===== src/include/gpt_defines.svh =====
`ifndef GPT_DEFINES_SVH
`define GPT_DEFINES_SVH

// Register byte offsets on the host bus
`define GPT_OFS_CFG        8'h8c
`define GPT_OFS_CNT        8'h90
`define GPT_OFS_SWAP       8'h98
`define GPT_OFS_FREE       8'h9c

// Field positions
`define GPT_EN_BIT         29
`define GPT_EN_HI_BIT      (`GPT_EN_BIT - 16)

// Reset values and the all-ones swap pattern
`define TIMER_PRELOAD_RST       16'hffff
`define TIMER_CURRENT_COUNT_RST        16'hffff
`define GPT_SWAP_RST       32'h00000000
`define GPT_SWAP_ALL       32'hffffffff
`define GPT_FREE_RST       32'h00000000

// Timing
`define GPT_CLK_MHZ        100
`define GPT_FREE_MHZ       25
`define GPT_FREE_DIV       (`GPT_CLK_MHZ / `GPT_FREE_MHZ)
`define GPT_FREE_CLR_NS    160
`define GPT_FREE_CLR_CYC   ((`GPT_FREE_CLR_NS * `GPT_CLK_MHZ) / 1000)
`define GPT_TICK_DIV       2500

`endif


===== src/include/gpt_pkg.sv =====
package gpt_pkg;

    // Which half of the free-running count the host has taken so far
    typedef enum logic [1:0] {
        GPT_LATCH_IDLE,
        GPT_LATCH_LO_TAKEN,
        GPT_LATCH_HI_TAKEN
    } gpt_latch_t;

endpackage


===== src/design/gpt_sysctl.sv =====
`timescale 1ns/1ps
`default_nettype none
`include "gpt_defines.svh"

// Notes on behaviour
// - Timer runs while its enable bit is one, halts at zero; enable resets 0.
// - Enable falling from one to zero forces the preload field to FFFFh.
// - Read/write 16-bit preload, reset FFFFh, is loaded into the timer.
// - Read-only current count shows the live timer value, reset FFFFh.
// - Timer raises interrupt events at intervals set by its configuration.
// - Swap value not all ones: A[1]=1 selects upper half, A[1]=0 lower.
// - Swap value all ones reverses the mapping: A[1]=1 selects lower half.
// - Network side always sends/receives the lower half-word first, unswapped.
// - Read-only 32-bit free counter starts at zero, steps every 25MHz cycle.
// - Free counter wraps from maximum to zero and keeps counting.
// - First half-word read captures the whole free count coherently.
// - Free counter may take 160ns to clear after reset; host waits.
// - Free counter keeps running in every power management state.
module gpt_sysctl #(
    parameter int TICK_DIV = `GPT_TICK_DIV
) (
    input  wire logic        core_clk,
    input  wire logic        rst_n,
    input  wire logic        host_cs_n,
    input  wire logic        host_rd_n,
    input  wire logic        host_wr_n,
    input  wire logic [7:1]  host_addr,
    input  wire logic [15:0] host_data_in,
    output logic      [15:0] host_data_out,
    output logic             host_data_oe,
    output logic             timer_expired,
    output logic             timer_running,
    output logic             half_swap_active
);

    localparam int FREE_DIV = `GPT_FREE_DIV;
    localparam int DW       = (FREE_DIV > 1) ? $clog2(FREE_DIV) : 1;

    // Host strobe tracking
    logic        cs_rd;
    logic        cs_wr;
    logic        rd_seen;
    logic        wr_seen;
    logic        rd_start;
    logic        wr_start;
    logic [7:0]  byte_addr;
    logic        sel_upper;

    // Software visible state
    logic        timer_enable;
    logic [15:0] timer_preload;
    logic [31:0] swap_word;
    logic        next_timer_enable;
    logic [15:0] next_timer_preload;
    logic [31:0] next_swap_word;

    // Free-running count and its capture
    logic [DW-1:0]        div_cnt;
    logic [DW-1:0]        next_div_cnt;
    logic                 free_tick;
    logic [31:0]          free_count_value;
    logic [31:0]          next_free_count_value;
    logic [31:0]          free_latched;
    logic [31:0]          next_free_latched;
    gpt_pkg::gpt_latch_t  latch_state;
    gpt_pkg::gpt_latch_t  next_latch_state;

    // Read path
    logic [15:0] timer_current_count;
    logic [31:0] rd_word;
    logic [15:0] next_host_data_out;

    // Maps host A[1] to the internal half; shared by reads and writes
    function automatic logic upper_sel(input logic a1,
                                       input logic [31:0] swap);
        upper_sel = a1 ^ (swap == `GPT_SWAP_ALL);
    endfunction

    // Only the first cycle of a strobe acts, so a long strobe is one access
    assign cs_rd     = !host_cs_n && !host_rd_n;
    assign cs_wr     = !host_cs_n && !host_wr_n;
    assign rd_start  = cs_rd && !rd_seen;
    assign wr_start  = cs_wr && !wr_seen;
    assign byte_addr = {host_addr[7:2], 2'b00};
    assign sel_upper = upper_sel(host_addr[1], swap_word);

    always_ff @(posedge core_clk or negedge rst_n) begin
        if (!rst_n) begin
            rd_seen <= 1'b0;
            wr_seen <= 1'b0;
        end else begin
            rd_seen <= cs_rd;
            wr_seen <= cs_wr;
        end
    end

    // Register writes; the forced preload is applied after the write so a
    // single write that clears enable still ends with FFFFh
    always_comb begin
        next_timer_enable  = timer_enable;
        next_timer_preload = timer_preload;
        next_swap_word     = swap_word;
        if (wr_start) begin
            if (byte_addr == `GPT_OFS_CFG) begin
                if (sel_upper) begin
                    next_timer_enable = host_data_in[`GPT_EN_HI_BIT];
                end else begin
                    next_timer_preload = host_data_in;
                end
            end else if (byte_addr == `GPT_OFS_SWAP) begin
                if (sel_upper) begin
                    next_swap_word[31:16] = host_data_in;
                end else begin
                    next_swap_word[15:0] = host_data_in;
                end
            end
        end
        if (timer_enable && !next_timer_enable) begin
            next_timer_preload = `TIMER_PRELOAD_RST;
        end
    end

    always_ff @(posedge core_clk or negedge rst_n) begin
        if (!rst_n) begin
            timer_enable  <= 1'b0;
            timer_preload <= `TIMER_PRELOAD_RST;
            swap_word     <= `GPT_SWAP_RST;
        end else begin
            timer_enable  <= next_timer_enable;
            timer_preload <= next_timer_preload;
            swap_word     <= next_swap_word;
        end
    end

    // 25MHz enable from the core clock; no power-state input gates it
    assign free_tick = (div_cnt == DW'(FREE_DIV - 1));

    always_comb begin
        next_div_cnt          = free_tick ? '0 : div_cnt + 1'b1;
        next_free_count_value = free_count_value;
        if (free_tick) begin
            next_free_count_value = free_count_value + 32'h00000001;
        end
    end

    // Async reset clears at once, well inside the allowed window
    always_ff @(posedge core_clk or negedge rst_n) begin
        if (!rst_n) begin
            div_cnt          <= '0;
            free_count_value <= `GPT_FREE_RST;
        end else begin
            div_cnt          <= next_div_cnt;
            free_count_value <= next_free_count_value;
        end
    end

    // Capture on the first half read, release on the other half; reading
    // the same half twice starts a fresh capture instead of going stale
    always_comb begin
        next_latch_state  = latch_state;
        next_free_latched = free_latched;
        if (rd_start && byte_addr == `GPT_OFS_FREE) begin
            unique case (latch_state)
                gpt_pkg::GPT_LATCH_IDLE: begin
                    next_free_latched = free_count_value;
                    next_latch_state  = sel_upper ?
                        gpt_pkg::GPT_LATCH_HI_TAKEN :
                        gpt_pkg::GPT_LATCH_LO_TAKEN;
                end
                gpt_pkg::GPT_LATCH_LO_TAKEN: begin
                    if (sel_upper) begin
                        next_latch_state = gpt_pkg::GPT_LATCH_IDLE;
                    end else begin
                        next_free_latched = free_count_value;
                    end
                end
                gpt_pkg::GPT_LATCH_HI_TAKEN: begin
                    if (!sel_upper) begin
                        next_latch_state = gpt_pkg::GPT_LATCH_IDLE;
                    end else begin
                        next_free_latched = free_count_value;
                    end
                end
                default: begin
                    next_latch_state = gpt_pkg::GPT_LATCH_IDLE;
                end
            endcase
        end
    end

    always_ff @(posedge core_clk or negedge rst_n) begin
        if (!rst_n) begin
            latch_state  <= gpt_pkg::GPT_LATCH_IDLE;
            free_latched <= `GPT_FREE_RST;
        end else begin
            latch_state  <= next_latch_state;
            free_latched <= next_free_latched;
        end
    end

    // Timer prescales the 25MHz enable, so its interval scales with it
    gpt_timer_core #(
        .TICK_DIV (TICK_DIV),
        .W        (16)
    ) u_timer (
        .core_clk  (core_clk),
        .rst_n     (rst_n),
        .base_tick (free_tick),
        .enable    (timer_enable),
        .preload   (timer_preload),
        .count     (timer_current_count),
        .expired   (timer_expired)
    );

    // Read mux; a capture read returns the live count, which equals the
    // value being latched in that same cycle
    always_comb begin
        rd_word = 32'h00000000;
        unique case (byte_addr)
            `GPT_OFS_CFG: begin
                rd_word[`GPT_EN_BIT] = timer_enable;
                rd_word[15:0]        = timer_preload;
            end
            `GPT_OFS_CNT: begin
                rd_word[15:0] = timer_current_count;
            end
            `GPT_OFS_SWAP: begin
                rd_word = swap_word;
            end
            `GPT_OFS_FREE: begin
                if ((latch_state == gpt_pkg::GPT_LATCH_LO_TAKEN
                     && sel_upper)
                    || (latch_state == gpt_pkg::GPT_LATCH_HI_TAKEN
                        && !sel_upper)) begin
                    rd_word = free_latched;
                end else begin
                    rd_word = free_count_value;
                end
            end
            default: begin
                rd_word = 32'h00000000;  // Unmapped reads as zero
            end
        endcase
        next_host_data_out = host_data_out;
        if (rd_start) begin
            next_host_data_out = sel_upper ? rd_word[31:16]
                                           : rd_word[15:0];
        end
    end

    always_ff @(posedge core_clk or negedge rst_n) begin
        if (!rst_n) begin
            host_data_out <= 16'h0000;
        end else begin
            host_data_out <= next_host_data_out;
        end
    end

    // Bus driven for the whole read strobe; data valid from the next edge
    assign host_data_oe     = cs_rd;
    assign timer_running    = timer_enable;
    // FIFO datapath uses this for host lanes only; the network order of
    // half-words never depends on it
    assign half_swap_active = (swap_word == `GPT_SWAP_ALL);

endmodule

`default_nettype wire


===== src/design/gpt_timer_core.sv =====
`timescale 1ns/1ps
`default_nettype none
`include "gpt_defines.svh"

// Down-counting interval timer with its own prescaler on the base tick
module gpt_timer_core #(
    parameter int TICK_DIV = `GPT_TICK_DIV,
    parameter int W        = 16
) (
    input  wire logic         core_clk,
    input  wire logic         rst_n,
    input  wire logic         base_tick,
    input  wire logic         enable,
    input  wire logic [W-1:0] preload,
    output logic      [W-1:0] count,
    output logic              expired
);

    localparam int PW = (TICK_DIV > 1) ? $clog2(TICK_DIV) : 1;

    logic [PW-1:0] pre_cnt;
    logic          en_d;
    logic [W-1:0]  next_count;
    logic [PW-1:0] next_pre_cnt;
    logic          next_en_d;
    logic          next_expired;

    // Start loads the preload; halted timer simply holds its count
    always_comb begin
        next_count   = count;
        next_pre_cnt = pre_cnt;
        next_en_d    = enable;
        next_expired = 1'b0;
        if (enable && !en_d) begin
            next_count   = preload;
            next_pre_cnt = '0;
        end else if (enable && base_tick) begin
            if (pre_cnt == PW'(TICK_DIV - 1)) begin
                next_pre_cnt = '0;
                if (count == '0) begin
                    next_expired = 1'b1;
                    next_count   = preload;
                end else begin
                    next_count = count - 1'b1;
                end
            end else begin
                next_pre_cnt = pre_cnt + 1'b1;
            end
        end
    end

    always_ff @(posedge core_clk or negedge rst_n) begin
        if (!rst_n) begin
            count   <= `TIMER_CURRENT_COUNT_RST;
            pre_cnt <= '0;
            en_d    <= 1'b0;
            expired <= 1'b0;
        end else begin
            count   <= next_count;
            pre_cnt <= next_pre_cnt;
            en_d    <= next_en_d;
            expired <= next_expired;
        end
    end

endmodule

`default_nettype wire


===== config.mk =====
export PLATFORM = sky130hd
export DESIGN_NAME = gpt_sysctl
export DESIGN_NICKNAME = d
export VERILOG_FILES = /design/src/include/gpt_pkg.sv /design/src/design/gpt_sysctl.sv /design/src/design/gpt_timer_core.sv
export VERILOG_INCLUDE_DIRS = /design/src /design/src/include
export SDC_FILE = /design/constraint.sdc
export NUM_CORES = 1
export LEC_CHECK = 0
export ABC_CLOCK_PERIOD_IN_PS = 2040
export CORE_MARGIN = 5
export CORE_UTILIZATION = 55
export CTS_CLUSTER_SIZE = 16
export DETAILED_ROUTE_END_ITERATION = 7
export DONT_BUFFER_PORTS = 1
export PLACE_DENSITY_LB_ADDON = 0.08
export SLEW_MARGIN = 20
export SYNTH_ARGS = -nofsm -noshare
export SYNTH_HDL_FRONTEND = slang
export SYNTH_SLANG_ARGS = --single-unit

===== constraint.sdc =====
create_clock -name core_clk -period 2.04 [get_ports core_clk]
set_input_delay 0.408 -clock core_clk [delete_from_list [all_inputs] [get_ports core_clk]]
set_output_delay 0.408 -clock core_clk [all_outputs]
set_load 0.02 [all_outputs]

Word level (Yosys, flattened, before mapping)
Index checks and enable logic that the tools add are counted.

Output and inout port bits: 20. Flip-flop bits (word level): 165. Bits of input ports: 28. Logic and storage cells: 100.

Bitwise gates (word level): 3. Add/sub/neg operators: 4. Reductions and logical operators: 32. Multiplexer cells: 32. Equality and inequality tests: 14.

Operators with widths (number): two-way mux 16 bit (9); two-way mux 32 bit (3); case mux 32 bit (3 select lines) (1); case mux 16 bit (4 select lines) (1); two-way mux 12 bit (3); adder 32 x 1 -> 32 bit (second input constant) (1); equality test 32 bit (second input constant) (1); case mux 13 bit (2 select lines) (1); equality test 6 bit (second input constant) (4); logical NOT 16 bit (1); subtractor 16 x 1 -> 16 bit (second input constant) (1); adder 12 x 1 -> 12 bit (second input constant) (1); equality test 12 bit (second input constant) (1); AND reduction 4 bit (3); logical AND 1 bit (10); logical NOT 1 bit (8); two-way mux 2 bit (4); != test 2 bit (second input constant) (4); nonzero test 2 bit (4); two-way mux 1 bit (7); case mux 2 bit (3 select lines) (1); AND reduction 3 bit (2); equality test 2 bit (second input constant) (2); case mux 2 bit (2 select lines) (1); 10 further kinds (11).

Longest topological paths before layout
Word-level depth: 9. Mapped depth: 9. Depth with buffers taken out: 9.

Cells and area by module
A second synthesis with hierarchy kept.

Cells, all modules: 739. Area, all modules: 8480.6 um^2.

By module, submodules not included: gpt_sysctl (area each 6615.1 um^2, sequential area each 3398.3 um^2, cells each 531, times used 1); gpt_timer_core (area each 1865.5 um^2, sequential area each 770.7 um^2, cells each 208, times used 1).

Worst setup path after synthesis
No wires, ideal clock.

Path kind: input-to-reg. Start: input port host_addr[1] in the netlist's numbering. End: register host_data_out[10]. Data required time: 1.905 ns. Setup time: 0.135 ns. Path slack: -0.255 ns. Arrival time: 2.160 ns. Stages on the path: 8. Buffers on the path: 2. Path through: buf_4 > or3b_2 > a22o_2 > nand2_2 > buf_6 > mux2_4 > a221oi_2 > o22ai_1.

Cells in the longest elaborated chain, start to end: 7. Elaborated cells on any way between the ends: 9. Those cells by class: mux (4); bitwise (1); reduce/logical (4).

Ends and longest elaborated chain: start: declaration (line gpt_sysctl.sv:27) `input wire logic [7:1] host_addr,`; bitwise XOR 1 bit * (line gpt_sysctl.sv:76) `` upper_sel = a1 ^ (swap == `GPT_SWAP_ALL); ``; logical NOT 1 bit (line gpt_sysctl.sv:234) `&& !sel_upper)) begin`; logical AND 1 bit (line gpt_sysctl.sv:234); logical OR 1 bit (line gpt_sysctl.sv:233) `|| (latch_state == gpt_pkg::GPT_LATCH_HI_TAKEN`; two-way mux 32 bit (line gpt_sysctl.sv:231) `if ((latch_state == gpt_pkg::GPT_LATCH_LO_TAKEN`; case mux 16 bit (4 select lines) or case mux 13 bit (2 select lines) (tied branches) (line gpt_sysctl.sv:219) `unique case (byte_addr)`; two-way mux 16 bit * (line gpt_sysctl.sv:246) `next_host_data_out = sel_upper ? rd_word[31:16]`; end signal: assignment (line gpt_sysctl.sv:255) `host_data_out <= next_host_data_out;`; end: declaration (line gpt_sysctl.sv:29) `output logic [15:0] host_data_out,`.

Mark *: on every way between the ends. The rest lies on a longest branch, timed or not. A chain may end at the register's enable or synchronous reset.

Final worst setup path
Start: register swap_word[28]. End: register host_data_out[2].

Cells in the longest elaborated chain, start to end: 8. Elaborated cells on any way between the ends: 10. Those cells by class: eq/ne (1); mux (4); bitwise (1); reduce/logical (4).

Ends and longest elaborated chain: start: declaration (line gpt_sysctl.sv:52) `logic [31:0] swap_word;`; start signal: assignment (line gpt_sysctl.sv:127) `` swap_word <= `GPT_SWAP_RST; ``; start signal: assignment (line gpt_sysctl.sv:131) `swap_word <= next_swap_word;`; equality test 32 bit (no line) *; bitwise XOR 1 bit * (line gpt_sysctl.sv:76); logical NOT 1 bit (line gpt_sysctl.sv:234); logical AND 1 bit (line gpt_sysctl.sv:234); logical OR 1 bit (line gpt_sysctl.sv:233); two-way mux 32 bit (line gpt_sysctl.sv:231); case mux 16 bit (4 select lines) or case mux 13 bit (2 select lines) (tied branches) (line gpt_sysctl.sv:219); two-way mux 16 bit * (line gpt_sysctl.sv:246).

Marked as above.

==> qor.csv <==
stage;metric;value;unit
status;status;finished, violations left;
status;failing checks;negative hold slack, negative setup slack;
clock_network;clock buffer depth;2;
grt;initial antenna violation count;1;
clock_network;Worst-path clk slew;0.06;ns
yosys;EDFF count, synth;0;
sta;final worst path period share;115;%
power;VDD IR max;593;uV
sta;Worst Tran Pin Value;0.442;ns
yosys;Top FF cell, synth;dfrtp_1;
clock_network;CTS tree;built;
floorplan;DIE WIDTH;134;um
power;switching power;1.69;mW
route;DRT Wirelength;23800;um
power;Switching Share;23.4;%
yosys;syn_nets;764;
route;drc violations;0;
route;Vias/cell;6.25;
setup_path;reg2reg start;swap_word[28];
finish;design area;0.0106;mm^2
placement;Placer Congestion;0.884;
clock_network;clk sinks;165;
clock_network;Root Driver;clkbuf_16;
setup_path;r2r setup slk;-0.30;ns
sta;Final Max Tran Viols;0;
power;power density cells;680;mW/mm^2
sta;final clock skew;0.00899;ns
grt;global-route wire length before repair;36900;um
setup_path;data arrival time of the worst path;2.65;ns
floorplan;IO Count;48;
setup_path;CP Launch Type;flop;
sta;final-report hold violation count;165;
grt;largest net degree at the start of global routing;166;
placement;dpl ws;-0.494;ns
route;TritonRoute pass-1 iters;5;
grt;vias in the first global route;6501;
route;Antenna Nets Post-Route;0;
floorplan;total core area;0.0152;mm^2
yosys;Yosys Warn Count;0;
clock_network;CTS buffer count;17;
route;initial DRC count;506;
sta;final worst slack;-0.304;ns
grt;grt ovf;0;
sta;RSZ-0062 raised after global routing;true;
power;Leak;4.85;nW
power;clock power share;44.2;%
sta;fmax;427;MHz
floorplan;Die ar.;0.0181;mm^2
finish;Layout Nets;867;
sta;setup tns final;-21.55;ns
route;Via Count;6473;
setup_path;element type at the critical path end;flop;
floorplan;Initial Util;56.0;%
placement;HPWL Detailed;16200;um
power;sequential share of power;47.6;%
placement;port bufs;0;
sta;min Tclk post-route;2.34;ns
sta;Setup violations, final;98;
finish;area growth from synthesis to layout;25.0;%
power;Gate power share;8.2;%
grt;GRT Total Usage;26.6;%
sta;Slew headroom;70.4;%
power;Internal Power;5.55;mW
yosys;Seq/Total Area, Yosys;49.0;%
sta;Hold WS;-0.330;ns
yosys;Synth Cell Area;0.00851;mm^2
flow_run;Max Cap Viol;0;
power;total power;7.24;mW
floorplan;Site Rows;45;
setup_path;Worst EP required;2.34;ns
yosys;post-synthesis cell count;731;
yosys;post-synthesis cell type count;68;
setup_path;Worst Path Max Fanout;7;
min_path;Hold Path Class;input port to asynchronous set/reset pin;
clock_network;H-tree lvl count;4;
clock_network;Clock Latency Late Sink;0.43;ns
setup_path;FF-to-FF End;host_data_out[2];
yosys;fraction of registers with async set/reset;100;%
placement;Post-DP Area;0.00940;mm^2
setup_path;Worst R2R Path Depth;9;
route;WL/cell;23.0;um
yosys;syn avg cell area;11.6;um^2
finish;layout cells sized above 1;40.4;%
setup_path;Crit Path Category;flop to flop;
yosys;#FFs+latches synth;165;
floorplan;Die Height;134;um
## logic make-up (layout without fill, tap and decap cells)
family          after synthesis  after routing  synth area share [%]
compound gates              167            167                  13.8
xor+xnor                     42             42                  4.76
fa+ha+maj                     5              5                 0.735
buf+inv                      45            159                  2.76
flops                       165            165                  49.0
mux                         112            112                  16.5
other cells                   0              1                     0
simple gates                195            197                  12.5
## worst max-delay path, cell delays in order, from the launching register on
cell	delay, ns
dfrtp_1	0.36
nand4_1	0.20
nor4_4	0.39
buf_4	0.18
a22o_4	0.18
nand2_8	0.09
buf_6	0.14
mux2_4	0.30
a221oi_2	0.27
o22ai_1	0.11
## cells in the mapped netlist, drive strengths merged (19+ instances only)
library cell	count	area share (%)
a21oi	35	2.2
a22oi	21	1.9
clkbuf	19	0.84
dfrtp	133	39
dfstp	32	9.9
mux2	96	15
nand2	45	2.2
nand3	20	1.4
nand4	21	1.7
nor2	45	2.0
o21ai	47	2.8
xnor2	26	2.9
## power groups by stage
stage	logic, mW	registers [mW]	clock network, mW
after floorplan	0.325	3.47	0
after global placement	0.462	3.50	0
after detailed placement	0.472	3.50	0
after CTS	0.510	3.44	3.23
after global routing	0.635	3.45	3.42
final	0.597	3.45	3.20
## layer usage
| metal | up-vias | GRT usage, % | share of wire [%] |
|---|---|---|---|
| li1 | 2935 | - | - |
| met1 | 3300 | 35.8 | 43 |
| met2 | 198 | 42.6 | 49 |
| met3 | 40 | 6.53 | 5.9 |
| met4 | 0 | 8.31 | 2.3 |
| met5 | - | 0 | 0 |
## state kept, by name, indices dropped and copies added, names as in the netlist
signal	count
free_latched	32
free_count_value	32
latch_state	2
wr_seen	1
div_cnt	2
rd_seen	1
u_timer.count	16
host_data_out	16
timer_preload	16
u_timer.pre_cnt	12
swap_word	32
u_timer.en_d	1
timer_running	1
u_timer.expired	1
## worst max path at each step
stage,end,cells after the start,startpoint
after CTS,host_data_out[8],8,swap_word[18]
final,host_data_out[2],9,swap_word[28]
after detailed placement,host_data_out[12],8,swap_word[2]
after floorplan,host_data_out[10],8,swap_word[15]
after global placement,host_data_out[2],8,swap_word[3]
after global routing,host_data_out[11],9,swap_word[13]
## per-stage QoR
stage / util, % / cells
after floorplan: - / 731
after global placement: 61.8 / 979
after detailed placement: 61.8 / 979
after CTS: 67.7 / 1024
after global routing: 70.0 / 1036
final: 70.0 / 1036
## cell type report
type                    instances  area, um^2
diodes                          1        2.50
clock inverters                11         125
fillers                      1133        4560
flip-flops and latches        165        4170
clock buffers                  21         460
multi-input cells             523        4480
repair buffers                119        1130
well taps                     188         235
inverters                       8        35.0
## repair_timing
| action | 4_1_cts | 5_1_grt |
|---|---|---|
| cloned | 4 | 4 |
| hold endpoints to repair | 165 | 165 |
| setup buffers | 9 | 7 |
| setup endpoints to repair | 113 | 120 |
| pin swaps | 22 | 29 |
| resized for setup | 41 | 44 |
## cells in the final DEF (no fill, tap or decap), drive strengths merged, types with 18 or more instances in the layout
cell type,n
o21ai,47
buf,115
mux2,96
clkbuf,25
a21oi,35
nand4,21
dfstp,32
nor2,45
nor3,18
nand2,46
xnor2,26
nand3,21
dfrtp,133
a22oi,21
Note: power is estimated with default switching activity, not from simulation.
